--- config.mk ---
export PLATFORM = sky130hd
export DESIGN_NAME = adc_spi_command_config
export DESIGN_NICKNAME = d
export VERILOG_FILES = /design/src/adc_spi_command_config.v /design/src/sync_two_flop.v
export VERILOG_INCLUDE_DIRS = /design/src
export SDC_FILE = /design/constraint.sdc
export NUM_CORES = 1
export LEC_CHECK = 0
export ABC_CLOCK_PERIOD_IN_PS = 12450
export BUFFER_PORTS_ARGS = -buffer_cell sky130_fd_sc_hd__clkbuf_2
export CELL_PAD_IN_SITES_DETAIL_PLACEMENT = 0
export CELL_PAD_IN_SITES_GLOBAL_PLACEMENT = 1
export CORE_MARGIN = 2
export CORE_UTILIZATION = 36
export DETAILED_ROUTE_END_ITERATION = 8
export PLACE_DENSITY_LB_ADDON = 0.1
export SYNTH_ARGS = -nofsm -noshare
export SYNTH_HDL_FRONTEND = slang
export SYNTH_HIERARCHICAL = 1
export SYNTH_SLANG_ARGS = --single-unit
--- constraint.sdc ---
create_clock -name ref_clk -period 12.45 [get_ports ref_clk]
set_input_delay 1.245 -clock ref_clk [delete_from_list [all_inputs] [get_ports ref_clk]]
set_output_delay 1.245 -clock ref_clk [all_outputs]
set_load 0.01 [all_outputs]
--- src/adc_spi_defines.vh ---
`ifndef ADC_SPI_DEFINES_VH
`define ADC_SPI_DEFINES_VH

// Command bytes
`define CMD_NOP 8'h00
`define CMD_RESET 8'h06
`define CMD_START 8'h08
`define CMD_STOP 8'h0A
`define CMD_READ_DATA 8'h12
`define CMD_REG_READ_BASE 8'h20
`define CMD_REG_WRITE_BASE 8'h40
`define CMD_GROUP_MASK 8'hE0
`define CMD_ADDR_MASK 8'h1F

// Register map
`define REG_COUNT 32
`define ADDR_RATE_FILTER_SELECT 5'h02
`define ADDR_CONVERSION_CONTROL 5'h03
`define ADDR_GENERAL_PIN_CONTROL 5'h04
`define ADDR_POWER_AND_READOUT 5'h05
`define ADDR_REFERENCE_SELECT 5'h06
`define ADDR_EXCITATION_ROUTING 5'h0D
`define ADDR_EXCITATION_MAGNITUDE 5'h0E
`define ADDR_RESERVED_SLOT 5'h0F
`define ADDR_AMPLIFIER_GAIN 5'h10
`define ADDR_INPUT_SELECT 5'h11
`define ADDR_INPUT_BIAS_CONTROL 5'h12

// Field positions
`define CONV_CONTROL_CONTINUOUS_BIT 0
`define RATE_FILTER_RATE_HI 7
`define RATE_FILTER_RATE_LO 3

// Reset value of every register
`define REG_RESET_VALUE 8'h00

// Sample data width
`define RESULT_WIDTH 24

// Conversion timing: one fixed period for every rate code, in ref_clk cycles (shortened model)
`define CONV_PERIOD_DEFAULT 32'd10000
// Fixed delay between continuous conversions, 50 us at 5 ns per cycle
`define CONV_DELAY_US 50
`define CLK_PERIOD_NS 5
`define CONV_DELAY_CYCLES ((`CONV_DELAY_US * 1000) / `CLK_PERIOD_NS)

`endif

--- src/adc_spi_command_config.v ---
// Function
// - Link uses clock mode 1: clock idles low, sample on falling edge.
// - Drive conversion_done_n low when a new result becomes available.
// - Command 06 performs a full reset of registers and conversion state.
// - Write: 40h plus address, count-minus-one, then data bytes to consecutive addresses.
// - Read: 20h plus address, count-minus-one, then consecutive register contents returned.
// - Command 08 starts converting; continuous mode keeps converting until stopped.
// - Command 12 then three no-op bytes shift out the 24-bit result.
// - Command 0A halts conversions, abandoning any one in progress.
// - Chip select low frames every command transaction; high ends it.
// - Rate-filter register value 24h selects 20 samples per second, FIR filter.
// - Conversion-control 01h selects continuous conversion, adding a 50 us delay to each conversion period.
// - Register at 05h value 00h: powered, no status or checksum, no timeout.
// - Reference register 1Ah selects internal reference, inputs 0 and 1.
// - Excitation routing 4Ah routes source two to input 4, one to common.
// - Excitation magnitude 44h sets both sources to 500 microamps.
// - Amplifier register 03h enables gain of 8.
// - Input select 34h picks input 2 positive, input 3 negative.
// - Input bias register 00h disables bias outputs and open-sensor currents.
// - Result is two's complement code, 2^23 times gain times input ratio.
`timescale 1ns/1ps
`default_nettype none
`include "adc_spi_defines.vh"

module adc_spi_command_config #(
   parameter [31:0] CONV_PERIOD = `CONV_PERIOD_DEFAULT,
   parameter [31:0] CONV_DELAY = `CONV_DELAY_CYCLES
) (
   input wire ref_clk,
   input wire rst,
   input wire sclk,
   input wire csN,
   input wire mosi,
   output reg misoOut,
   output reg misoOe,
   output reg conversion_done_n,
   input wire [23:0] sampleCode,
   output reg [7:0] rateFilterSelect,
   output reg [7:0] conversionControl,
   output reg [7:0] powerAndReadout,
   output reg [7:0] referenceSelect,
   output reg [7:0] excitationRouting,
   output reg [7:0] excitationMagnitude,
   output reg [7:0] amplifierGain,
   output reg [7:0] inputSelect,
   output reg [7:0] inputBiasControl,
   output reg converting
);
   localparam [2:0] ST_CMD = 3'd0;
   localparam [2:0] ST_WCOUNT = 3'd1;
   localparam [2:0] ST_WDATA = 3'd2;
   localparam [2:0] ST_RCOUNT = 3'd3;
   localparam [2:0] ST_RDATA = 3'd4;
   localparam [2:0] ST_RESULT = 3'd5;
   localparam [2:0] ST_IGNORE = 3'd6;

   wire sclkSync;
   wire csNSync;
   wire mosiSync;

   sync_two_flop syncClk (
      .clk(ref_clk),
      .rst(rst),
      .asyncIn(sclk),
      .syncOut(sclkSync)
   );
   sync_two_flop syncCs (
      .clk(ref_clk),
      .rst(rst),
      .asyncIn(csN),
      .syncOut(csNSync)
   );
   sync_two_flop syncMosi (
      .clk(ref_clk),
      .rst(rst),
      .asyncIn(mosi),
      .syncOut(mosiSync)
   );

   reg sclkPrev;
   reg [7:0] regFile [0:`REG_COUNT-1];
   reg [2:0] state;
   reg [7:0] shiftIn;
   reg [2:0] bitCount;
   reg [7:0] shiftOut;
   reg [4:0] regAddr;
   reg [4:0] bytesLeft;
   reg [23:0] resultHold;
   reg [23:0] resultOut;
   reg [4:0] resultBits;
   reg [31:0] convTimer;
   reg outLoaded;
   integer i;

   // Captured byte including the bit arriving on this falling edge
   wire sclkRise = sclkSync & ~sclkPrev;
   wire sclkFall = ~sclkSync & sclkPrev;
   wire [7:0] byteIn = {shiftIn[6:0], mosiSync};
   wire byteDone = sclkFall & (bitCount == 3'd7) & ~csNSync;
   wire continuous = regFile[`ADDR_CONVERSION_CONTROL][`CONV_CONTROL_CONTINUOUS_BIT];
   wire [31:0] convSpacing = continuous ? CONV_PERIOD + CONV_DELAY : CONV_PERIOD;
   wire convEnd = converting & (convTimer >= convSpacing - 32'd1);

   always @(posedge ref_clk or posedge rst) begin
      if (rst) begin
         sclkPrev <= 1'b0;
         state <= ST_CMD;
         shiftIn <= 8'h00;
         bitCount <= 3'd0;
         shiftOut <= 8'h00;
         regAddr <= 5'd0;
         bytesLeft <= 5'd0;
         resultHold <= 24'h000000;
         resultOut <= 24'h000000;
         resultBits <= 5'd0;
         convTimer <= 32'd0;
         converting <= 1'b0;
         outLoaded <= 1'b0;
         misoOut <= 1'b0;
         misoOe <= 1'b0;
         conversion_done_n <= 1'b1;
         for (i = 0; i < `REG_COUNT; i = i + 1) begin
            regFile[i] <= `REG_RESET_VALUE;
         end
      end else begin
         sclkPrev <= sclkSync;
         misoOe <= ~csNSync;
         // Conversion engine; 08 starts it, 0A or a single shot stops it
         if (converting) begin
            if (convTimer >= convSpacing - 32'd1) begin
               convTimer <= 32'd0;
               resultHold <= sampleCode;
               conversion_done_n <= 1'b0;
               if (!continuous) begin
                  converting <= 1'b0;
               end
            end else begin
               convTimer <= convTimer + 32'd1;
            end
         end
         if (csNSync) begin
            // Deselect ends any transaction and rearms the byte framer
            state <= ST_CMD;
            bitCount <= 3'd0;
            outLoaded <= 1'b0;
         end else begin
            // Mode 1: drive on rising, sample on falling edge
            if (sclkRise) begin
               if (state == ST_RESULT) begin
                  misoOut <= resultOut[23];
                  resultOut <= {resultOut[22:0], 1'b0};
               end else begin
                  misoOut <= shiftOut[7];
                  shiftOut <= {shiftOut[6:0], 1'b0};
               end
            end
            if (sclkFall) begin
               shiftIn <= byteIn;
               bitCount <= bitCount + 3'd1;
            end
            if (byteDone) begin
               shiftOut <= 8'h00;
               case (state)
                  ST_CMD: begin
                     if (byteIn == `CMD_RESET) begin
                        converting <= 1'b0;
                        convTimer <= 32'd0;
                        conversion_done_n <= 1'b1;
                        for (i = 0; i < `REG_COUNT; i = i + 1) begin
                           regFile[i] <= `REG_RESET_VALUE;
                        end
                        state <= ST_IGNORE;
                     end else if (byteIn == `CMD_START) begin
                        converting <= 1'b1;
                        convTimer <= 32'd0;
                        state <= ST_IGNORE;
                     end else if (byteIn == `CMD_STOP) begin
                        converting <= 1'b0;
                        state <= ST_IGNORE;
                     end else if (byteIn == `CMD_READ_DATA) begin
                        resultOut <= resultHold;
                        resultBits <= 5'd0;
                        // A result finishing in this same cycle keeps the flag low
                        if (!convEnd) begin
                           conversion_done_n <= 1'b1;
                        end
                        state <= ST_RESULT;
                     end else if ((byteIn & `CMD_GROUP_MASK) == `CMD_REG_WRITE_BASE) begin
                        regAddr <= byteIn[4:0];
                        state <= ST_WCOUNT;
                     end else if ((byteIn & `CMD_GROUP_MASK) == `CMD_REG_READ_BASE) begin
                        regAddr <= byteIn[4:0];
                        state <= ST_RCOUNT;
                     end else begin
                        state <= ST_CMD;
                     end
                  end
                  ST_WCOUNT: begin
                     bytesLeft <= byteIn[4:0];
                     state <= ST_WDATA;
                  end
                  ST_WDATA: begin
                     // Configuration values steer the outputs below
                     regFile[regAddr] <= byteIn;
                     regAddr <= regAddr + 5'd1;
                     bytesLeft <= bytesLeft - 5'd1;
                     state <= (bytesLeft == 5'd0) ? ST_IGNORE : ST_WDATA;
                  end
                  ST_RCOUNT: begin
                     shiftOut <= regFile[regAddr];
                     regAddr <= regAddr + 5'd1;
                     bytesLeft <= byteIn[4:0];
                     state <= ST_RDATA;
                  end
                  ST_RDATA: begin
                     if (bytesLeft != 5'd0) begin
                        shiftOut <= regFile[regAddr];
                        regAddr <= regAddr + 5'd1;
                        bytesLeft <= bytesLeft - 5'd1;
                     end else begin
                        state <= ST_IGNORE;
                     end
                  end
                  ST_RESULT: begin
                     // Three no-op bytes carry out the 24 result bits
                     resultBits <= resultBits + 5'd8;
                     if (resultBits == 5'd16) begin
                        state <= ST_IGNORE;
                     end
                  end
                  ST_IGNORE: begin
                     state <= ST_IGNORE;
                  end
                  default: begin
                     state <= ST_CMD;
                  end
               endcase
            end
         end
         // While stopped with the flag idle, convTimer is held at zero
         if (!converting && conversion_done_n == 1'b1) begin
            convTimer <= 32'd0;
         end
      end
   end

   // Configuration outputs mirror the register file one cycle later
   always @(posedge ref_clk or posedge rst) begin
      if (rst) begin
         rateFilterSelect <= `REG_RESET_VALUE;
         conversionControl <= `REG_RESET_VALUE;
         powerAndReadout <= `REG_RESET_VALUE;
         referenceSelect <= `REG_RESET_VALUE;
         excitationRouting <= `REG_RESET_VALUE;
         excitationMagnitude <= `REG_RESET_VALUE;
         amplifierGain <= `REG_RESET_VALUE;
         inputSelect <= `REG_RESET_VALUE;
         inputBiasControl <= `REG_RESET_VALUE;
      end else begin
         rateFilterSelect <= regFile[`ADDR_RATE_FILTER_SELECT];
         conversionControl <= regFile[`ADDR_CONVERSION_CONTROL];
         powerAndReadout <= regFile[`ADDR_POWER_AND_READOUT];
         referenceSelect <= regFile[`ADDR_REFERENCE_SELECT];
         excitationRouting <= regFile[`ADDR_EXCITATION_ROUTING];
         excitationMagnitude <= regFile[`ADDR_EXCITATION_MAGNITUDE];
         amplifierGain <= regFile[`ADDR_AMPLIFIER_GAIN];
         inputSelect <= regFile[`ADDR_INPUT_SELECT];
         inputBiasControl <= regFile[`ADDR_INPUT_BIAS_CONTROL];
      end
   end
endmodule

`default_nettype wire

--- src/sync_two_flop.v ---
`timescale 1ns/1ps
`default_nettype none

module sync_two_flop (
   input wire clk,
   input wire rst,
   input wire asyncIn,
   output reg syncOut
);
   reg firstStage;

   always @(posedge clk or posedge rst) begin
      if (rst) begin
         firstStage <= 1'b0;
         syncOut <= 1'b0;
      end else begin
         firstStage <= asyncIn;
         syncOut <= firstStage;
      end
   end
endmodule

`default_nettype wire
# Word level (Yosys, flattened, before mapping)
# Cells that the tools add are included.
# Widths: inputs -> output; s select.
# op_classes
n_addsub	6
magnitude_cmp	3
n_eq_ne	25
n_mux	79
n_bitwise	9
reduce_logical	24
# op_table
op	n
$pmux 256 s2	1
$bwmux 256	1
$mux 256	1
$mux 32	8
$mux 24	8
$mux 5	12
$mux 8	7
$bmux 8 s5	1
$demux 8 s5	1
$mux 3	11
$add 32x1->32 const B	1
$ge 32x32->1	1
$pmux 5 s3	2
$pmux 3 s7	1
$mux 1	20
$eq 8x4->1 const B	2
$ne 2x2->1 const B	8
$pmux 8 s2	1
$sub 15x1->16 const B	1
$mux 15	1
$eq 3x3->1 const B	4
$pmux 5 s2	1
$reduce_bool 2->1	5
$eq 3x2->1 const B	3
29 further kinds	44
# word_totals
ff_bits	455
input_bits	29
out_inout_bits	76
wordCells	208

# Logic depth before layout (Yosys ltp)
# Gate-level depths: netlist (run 1).
# depth
ltp_word	13
ltp_mapped	10
depth_no_buf	7

# Hierarchy
# The synthesis (run 1) kept the hierarchy.
# by_module_without_submodules
mod	instances	cells_per_inst	area_each_um2	seq_area_each_um2
adc_spi_command_config	1	1542	19356.1	11162.0
sync_two_flop	3	3	53.8	50.0

# Least setup slack after synthesis (run 1)
# Ideal clock, no wire load.
# synth_timing
path_kind	flip-flop to flip-flop
start	register regAddr[1]
end	register regFile[183] (netlist bit)
setup_ns	0.121
arrival_ns	2.113
required_ns	12.329
slack_ns	10.216
path_stages_with_launch	10
n_path_buf	3
period_less_slack_ns	2.234
path_cell_list	dfrtp_1 > clkbuf_1 > buf_2 > buf_2 > inv_1 > ha_1 > nand2b_1 > nor2_1 > o21ai_1 > a22o_1
# synth_between
elab_chain_cells	7
elab_cells_between_ends	8
classes_between	order compare (2); mux (4); bitwise (1); reduce/logical (1)
# synth_lines
element	line_no	rtl
from (decl)	adc_spi_command_config.v:86	reg [4:0] regAddr;
from (signal assigned)	adc_spi_command_config.v:189	regAddr <= byteIn[4:0];
from (signal assigned)	adc_spi_command_config.v:192	regAddr <= byteIn[4:0];
from (signal assigned)	adc_spi_command_config.v:205	regAddr <= regAddr + 5'd1;
$not 5->6 (implied by the code) (*)	adc_spi_command_config.v:204	regFile[regAddr] <= byteIn;
$ge 6x6->1 (implied by the code) / $lt 6x1->1 (equally long branches)	adc_spi_command_config.v:204	
$logic_and 1x1->1 (implied by the code)	adc_spi_command_config.v:204	
$mux 8 (implied by the code)	adc_spi_command_config.v:204	
$demux 8 s5 (*)	adc_spi_command_config.v:204	
$bwmux 256 (*)	adc_spi_command_config.v:204	
$pmux 256 s2 (*)	adc_spi_command_config.v:163	case (state)
to (signal, indexed assignment)	adc_spi_command_config.v:123	regFile[i] <= `REG_RESET_VALUE;
to (signal, indexed assignment)	adc_spi_command_config.v:170	regFile[i] <= `REG_RESET_VALUE;
to (signal, indexed assignment)	adc_spi_command_config.v:204	
to (decl)	adc_spi_command_config.v:81	reg [7:0] regFile [0:`REG_COUNT-1];
# Every way passes the cells marked *; elsewhere a longest branch is shown, timed or not.
# A chain may end at the register's enable or synchronous reset.

# Worst setup path after layout (run 1)
# layout_timing
start	register regAddr[1]
end	register shiftOut[1]
# layout_between
elab_chain_cells	7
# layout_lines
element	line_no	rtl
$not 5->6 (implied by the code) (*)	adc_spi_command_config.v:210, adc_spi_command_config.v:217	
$bmux 8 s5 (*)	adc_spi_command_config.v:210, adc_spi_command_config.v:217	
$mux 8 (implied by the code) (*) (2 in series)	adc_spi_command_config.v:210, adc_spi_command_config.v:217	
$mux 8	adc_spi_command_config.v:216	if (bytesLeft != 5'd0) begin
$pmux 8 s2 (*)	adc_spi_command_config.v:163	
$mux 8 (*)	adc_spi_command_config.v:161	if (byteDone) begin
to (signal assigned)	adc_spi_command_config.v:154	shiftOut <= {shiftOut[6:0], 1'b0};
to (signal assigned)	adc_spi_command_config.v:210	shiftOut <= regFile[regAddr];
to (signal assigned)	adc_spi_command_config.v:217	shiftOut <= regFile[regAddr];
to (decl)	adc_spi_command_config.v:85	reg [7:0] shiftOut;
# Every way passes the cells marked *; elsewhere a longest branch is shown, timed or not. The select of a mux whose other input is x is not followed.

==> reports/metrics.csv, run 1 <==
stage,metric,value,unit
logic_synthesis,Mapped Nets,1594,
floorplan,die area,56090,µm²
logic_synthesis,Post-Synthesis Cells,1551,
setup_path,CP peak stage delay,880,ps
placement,HPWL after DPL,39300,µm
sta,final setup TNS,0,ps
global_routing,grt total ovfl,0,
setup_path,crit path DAT,4450,ps
clock_network,Root Buffer Master,clkbuf_16,
clock_network,total CTS buffers,52,
global_routing,largest net degree at the start of global routing,79,
detailed_routing,DRC Markers,0,
placement,input/output buffers,104,
finish,Layout Utilization,41.49,%
setup_path,Setup CP Type,flip-flop to flip-flop,
global_routing,vias in the first global route,13800,
detailed_routing,Vias/cell,5.729,
logic_synthesis,mean post-synth cell area,12.58,µm²
logic_synthesis,library cells used by synthesis,72,
sta,Max-Slew Margin vs Limit,22.82,%
clock_network,"Setup Fix Bufs, Post-CTS",0,
floorplan,Initial Util,36.34,%
global_routing,GRT Util Overall,21.63,%
sta,Final Hold Violating Endpoints,0,
sta,clk_skew,15.51,ps
placement,pre-CTS WS,8436,ps
sta,max-slew violation count,0,
logic_synthesis,Seq cells post-synth,452,
setup_path,Crit. End Element,flip-flop,
global_routing,global-route wire length before repair,91920,µm
pwr,VDD IR max,0.08769,mV
clock_network,CTS Hold Bufs,0,
clock_network,H-tree lvl count,2,
sta,RSZ-0062 raised after global routing,no,
floorplan,row count,85,
logic_synthesis,sequential-to-total area share from yosys stat,57.96,%
floorplan,Core Footprint,53710,µm²
clock_network,Resized cells post-CTS,0,
detailed_routing,Post-Route WL,60330,µm
detailed_routing,number of DRC markers in iteration 0,1077,
global_routing,initial antenna violation count,1,
sta,final hold slack,346.7,ps
setup_path,Crit Path Max Fanout,57,
detailed_routing,iteration count of the initial detailed-routing pass,5,
floorplan,Die H,236.8,µm
pwr,Pwr Density,139.7,nW/µm²
finish,layout cell share with drive strength beyond 1,18.14,%
detailed_routing,Routed Antenna Nets,0,
logic_synthesis,Post-synth EDFFs,0,
run,# Max-Cap Violations,0,
sta,worst-margin pin slew,1154,ps
sta,period utilization,31.95,%
detailed_routing,WL/cell,25.55,µm
setup_path,crit-path cells,"buf_4, buf_4, mux2i_1, o22ai_1, nor4_1, nand2_1, a221o_1",
setup_path,Critical-path top delay cell,buf_4,
clock_network,clk_lat worst skew,600,ps
placement,GPL Wtd Cong,0.8768,
setup_path,Most common cell on crit path,buf_4,
sta,crit path time final,3978,ps
clock_network,clock tree sinks,452,
logic_synthesis,Netlist Area Pre-Place,19520,µm²
clock_network,clock edge transition at the registers on the reported setup and hold paths,60,ps
logic_synthesis,ys async rst share,100.0,%
setup_path,Worst Setup Start Kind,flip-flop,
sta,Max Fclk,0.2514,GHz
clock_network,CTS tree,built,
logic_synthesis,top_reg_cell synth,dfrtp_1,
pwr,Static Leakage,0.009998,µW
clock_network,clock buffer depth,3,
floorplan,I/O pin count,105,
worst_hold_path,Worst Hold Class,flip-flop to flip-flop,
outcome,status,"complete, no violations",
logic_synthesis,yosys warns,6,
finish,# diodes,0,
floorplan,Die Span X,236.8,µm
finish,# nets final,1666,
sta,Setup Viol. Count Final,0,
setup_path,Critical Path RT,12920,ps
sta,setup ws final,8472,ps
finish,area grow syn2layout,14.16,%
detailed_routing,DR vias,13530,
## cells in the mapped netlist, drive strengths merged, types with 8 or more instances
master   instances  area (µm²)
nand2b           9       56.30
nor4            25       162.6
mux2i          135        1351
nor2b            8       50.05
and2            10       62.56
clkbuf          40       151.4
nor3            46       251.5
a2bb2oi         23       320.3
buf             69       395.4
dfrtp          451       11290
nand4           14       93.84
a22o           257        2251
o21ai           47       269.0
o22ai           87       544.3
nand3           31       167.7
xnor2           14       122.6
nand2           39       146.4
and3            14       87.58
clkinv          16       60.06
mux2            31       349.1
a21oi           21       123.9
inv             18       67.56
ha              14       175.2
xor2            13       113.9
nor2            47       201.4
## power by group
| group | internal, µW | switching, µW |
|---|---|---|
| Clock | 913 | 617 |
| Combinational | 25.4 | 53.9 |
| Sequential | 1480 | 23.3 |
## layout by cell type (no fill, tap or decap), types with 10 or more instances in the layout
| cell type | Yosys | layout |
|---|---|---|
| a21oi_1 | 18 | 17 |
| a22o_1 | 257 | 257 |
| a2bb2oi_2 | 19 | 19 |
| and2_1 | 10 | 10 |
| and3_1 | 14 | 14 |
| buf_4 | 6 | 23 |
| clkbuf_1 | 39 | 13 |
| clkbuf_16 | 0 | 53 |
| clkbuf_2 | 1 | 104 |
| clkbuf_8 | 0 | 12 |
| clkinv_1 | 16 | 16 |
| clkinv_2 | 0 | 12 |
| dfrtp_1 | 451 | 450 |
| ha_1 | 14 | 14 |
| inv_1 | 17 | 16 |
| mux2_2 | 28 | 28 |
| mux2i_1 | 135 | 135 |
| nand2_1 | 39 | 38 |
| nand3_1 | 30 | 30 |
| nand4_1 | 13 | 13 |
| nor2_1 | 37 | 37 |
| nor2_2 | 10 | 10 |
| nor3_1 | 43 | 41 |
| nor4_1 | 24 | 24 |
| o21ai_0 | 15 | 15 |
| o21ai_1 | 23 | 23 |
| o22ai_1 | 87 | 87 |
| xnor2_1 | 14 | 14 |
| xor2_1 | 13 | 13 |
## final cells by class
cell class                      count  area (µm²)
Multi-Input combinational cell    956        7555
Fill cell                        5022       31430
Clock buffer                       78        1540
Timing Repair Buffer              127       693.2
Clock inverter                     18       175.2
Inverter                           34       131.4
Tap cell                          696       870.8
Sequential cell                   452       11320
## critical path, delay by kind of cell, from the launching register on
family	cells	cell delay, ps
buffers and inverters	2	1690
AOI/OAI and AO/OA	2	490
and+or+nand+nor	2	510
DFF	1	740
muxes	1	310
## metal layers
| metal | GRT usage (%) | up-vias | wire length (µm) |
|---|---|---|---|
| met5 | 0 | - | 13 |
| met1 | 31.36 | 7077 | 28420 |
| li1 | - | 6049 | - |
| met4 | 5.677 | 2 | 1347 |
| met2 | 33.53 | 318 | 27960 |
| met3 | 3.765 | 81 | 2597 |
## worst paths after layout
path | cells after the start | from | slack, ps | to
worst max-delay path | 7 | regAddr[1] | 8470 | shiftOut[1]
worst min-delay path | 0 | syncCs/firstStage | 350 | syncCs/syncOut
worst max register to register | 7 | regAddr[1] | 8470 | shiftOut[1]
worst min register to register | 0 | syncCs/firstStage | 350 | syncCs/syncOut
max in group asynchronous | 4 | rst | 9230 | regFile[102]
min in group asynchronous | 2 | rst | 540 | syncMosi/syncOut
## kinds of logic after synthesis
group           after synthesis  synth area share [%]
compound gates              465                 19.27
buf+inv                     143                 3.455
simple gates                284                 8.494
xor+xnor                     27                 1.212
flops                       452                 57.96
mux                         166                 8.712
fa+ha+maj                    14                0.8975
## metrics by stage
stage / total power, µW / std cells / instance area (µm²)
finish: 3114 / 2361 / 22280
global route: 3233 / 2361 / 22280
CTS: 3156 / 2361 / 22280
detailed placement: 1612 / 2265 / 20570
global placement: 1611 / 2265 / 20570
floorplan: 1583 / 1551 / 19520
## sequential cells by signal, summed over array words and instances, names as in the netlist, 2 cells and up
register,count
conversionControl,8
inputBiasControl,8
excitationRouting,8
regFile,255
resultBits,2
amplifierGain,8
regAddr,5
bitCount,3
bytesLeft,5
convTimer,32
shiftOut,8
state,3
shiftIn,7
powerAndReadout,8
resultOut,24
referenceSelect,8
rateFilterSelect,8
resultHold,24
inputSelect,8
excitationMagnitude,8
No activity file was read; power rests on OpenSTA's default activity.
==> inputs of run 2 (changes only) <==
--- a/config.mk
+++ b/config.mk
@@ -6,7 +6,7 @@
 export SDC_FILE = /design/constraint.sdc
 export NUM_CORES = 1
 export LEC_CHECK = 0
-export ABC_CLOCK_PERIOD_IN_PS = 12450
+export ABC_CLOCK_PERIOD_IN_PS = 3300
 export BUFFER_PORTS_ARGS = -buffer_cell sky130_fd_sc_hd__clkbuf_2
 export CELL_PAD_IN_SITES_DETAIL_PLACEMENT = 0
 export CELL_PAD_IN_SITES_GLOBAL_PLACEMENT = 1
==> constraint.sdc (replaced) <==
create_clock -name ref_clk -period 3.3 [get_ports ref_clk]
set_input_delay 0.33 -clock ref_clk [delete_from_list [all_inputs] [get_ports ref_clk]]
set_output_delay 0.33 -clock ref_clk [all_outputs]
set_load 0.01 [all_outputs]
==> run 2 against run 1 <==
Die area unchanged. Register-to-register slack lost 7800 ps. Highest routed layer is now met4. Clock power grew to 3.8 times the previous value. Worst hold slack got worse by 130 ps. Total power rose to 3.8 times the previous value. Combinational power rose to 4.2 times the previous value. Core utilization is 1.1 points higher. Non-clock buffer count increased by 53. Cell count grew 2.2%. Wire length is 2.7% lower.
==> reports/metrics.csv, run 2 (synthesis results as in run 1) <==
stage,metric,value,unit
worst_hold_path,Worst Hold Class,input port to asynchronous set/reset pin,
floorplan,Core Footprint,53710,µm²
clock_network,"Setup Fix Bufs, Post-CTS",0,
clock_network,H-tree lvl count,2,
sta,final setup TNS,0,ps
detailed_routing,met3 WL,2914,µm
detailed_routing,Vias/cell,5.726,
detailed_routing,WL/cell,24.34,µm
clock_network,clk_lat worst skew,600,ps
finish,max FFs per register,255,
sta,Final Hold Violating Endpoints,0,
clock_network,total CTS buffers,51,
pwr,Flop pwr share,48.2,%
setup_path,WP buf/inv,1,
global_routing,GRT Util Overall,20.99,%
setup_path,crit path DAT,3180,ps
detailed_routing,WL met2,26900,µm
finish,layout cell share with drive strength beyond 1,19.00,%
floorplan,row count,85,
detailed_routing,top layer in use,met4,
placement,input/output buffers,104,
pwr,Static Leakage,0.01027,µW
clock_network,clock edge transition at the registers on the reported setup and hold paths,60,ps
pwr,VDD IR max,0.3339,mV
finish,most frequent cells in the layout,"dfrtp_1, a22o_1, mux2i_1, clkbuf_2, o22ai_1",
finish,design area,22870,µm²
sta,period utilization,81.12,%
setup_path,Setup CP Type,flip-flop to flip-flop,
global_routing,grt total ovfl,0,
floorplan,Die H,236.8,µm
setup_path,Crit. End Element,flip-flop,
pwr,Pwr Density,514.5,nW/µm²
detailed_routing,Post-Route WL,58710,µm
run,# Max-Cap Violations,0,
detailed_routing,iteration count of the initial detailed-routing pass,5,
finish,area grow syn2layout,17.20,%
setup_path,CP peak stage delay,510,ps
setup_path,Critical-path top delay cell,nor2b_1,
finish,# diodes,0,
clock_network,clock tree sinks,452,
pwr,Clock Power Share,48.9,%
clock_network,CTS tree,built,
placement,HPWL after DPL,37890,µm
pwr,sw frac,22.69,%
pwr,P_sw,2670,µW
setup_path,crit-path cells,"nor2b_1, nand3_4, nor2_1, and2_1, buf_4, a22o_1",
sta,Setup Viol. Count Final,0,
setup_path,Crit Path Max Fanout,32,
global_routing,global-route wire length before repair,90520,µm
placement,placed cells,2290,
sta,setup ws final,623.1,ps
clock_network,Root Buffer Master,clkbuf_16,
sta,max-slew violation count,0,
detailed_routing,DRC Markers,0,
pwr,Pint,9098,µW
clock_network,clock buffer depth,3,
global_routing,largest net degree at the start of global routing,125,
floorplan,I/O pin count,105,
sta,RSZ-0062 raised after global routing,no,
detailed_routing,DR vias,13810,
placement,GPL Wtd Cong,0.8792,
global_routing,initial antenna violation count,0,
sta,crit path time final,2677,ps
sta,final hold slack,214.8,ps
finish,Regs by FF count,"regFile x255, convTimer x32",
floorplan,Initial Util,36.34,%
pwr,combinational power share,2.8,%
detailed_routing,Routed Antenna Nets,0,
setup_path,kind of cell adding the most delay to the critical path,simple AND/OR/NAND/NOR gates,
finish,"commonest non-fill, non-tap cell in the layout",dfrtp_1,
finish,Top reg by flops,regFile,
detailed_routing,number of DRC markers in iteration 0,1172,
sta,worst-margin pin slew,884.1,ps
setup_path,Worst Setup Start Kind,flip-flop,
floorplan,die area,56090,µm²
outcome,status,"complete, no violations",
sta,Max Fclk,0.3736,GHz
global_routing,vias in the first global route,13990,
floorplan,Die Span X,236.8,µm
setup_path,Critical Path RT,3810,ps
detailed_routing,Metal-1 WL,27830,µm
finish,"non-filler cells, final",2412,
sta,clk_skew,20.04,ps
placement,pre-CTS WS,627.3,ps
sta,Max-Slew Margin vs Limit,41.06,%
finish,# nets final,1718,
placement,placed instance area,20900,µm²
==> run 2: changes by cell type in the layout (fill, tap and decap cells not counted), moves of 4 or more <==
cell           delta
dlygate4sd3_1    +28
buf_4            +13
buf_12           +12
clkbuf_8          -4
==> run 2: routing by layer <==
metal | global-route usage [%] | up-vias
li1 | - | 6178
met1 | 31.38 | 7196
met2 | 32.11 | 362
met3 | 3.218 | 74
met4 | 4.795 | 0
met5 | 0 | -
==> run 2: through the flow <==
step           total power [µW]  utilization, %
2_1_floorplan              5972               -
3_3_place_gp               6093           38.92
3_5_place_dp               6096           38.92
4_1_cts                   11930           42.59
5_1_grt                   12210           42.59
6_report                  11770           42.59
==> run 2: repair_timing <==
| action | CTS | global route |
|---|---|---|
| gates resized for setup | 0 | 0 |
| endpoints found under the hold margin | 77 | 0 |
| endpoints found under the setup margin | 0 | 0 |
| hold buffers | 28 | 0 |
==> run 2: layout make-up <==
| class | instances | area [µm²] |
|---|---|---|
| fill | 4931 | 30830 |
| sequential | 452 | 11320 |
| multi-input combinational | 956 | 7555 |
| clock buffer | 72 | 1456 |
| timing repair buffer | 180 | 1311 |
| tap | 696 | 870.8 |
| clock inverter | 22 | 234.0 |
| inverter | 34 | 131.4 |
==> run 2: power groups by stage <==
stage          Sequential, µW  Combinational (µW)  Clock, µW
5_1_grt                  5680                 380       6150
2_1_floorplan            5730                 244          0
4_1_cts                  5680                 346       5900
3_5_place_dp             5780                 319          0
3_3_place_gp             5780                 315          0
6_report                 5670                 333       5760
==> run 2: worst paths after layout <==
check | from | endpoint | slack (ps) | cells past startpoint
max in group asynchronous | rst | powerAndReadout[2] | 1950 | 5
worst max register to register | syncClk/syncOut | continuous | 620 | 6
worst min register to register | syncMosi/firstStage | syncMosi/syncOut | 350 | 0
worst max-delay path | syncClk/syncOut | continuous | 620 | 6
worst min-delay path | rst | syncMosi/syncOut | 210 | 3
min in group ref_clk | syncMosi/firstStage | syncMosi/syncOut | 350 | 0
==> run 2: worst min-delay path, delay by kind of cell <==
family,cells,cell delay (ps)
buffers and inverters,3,810
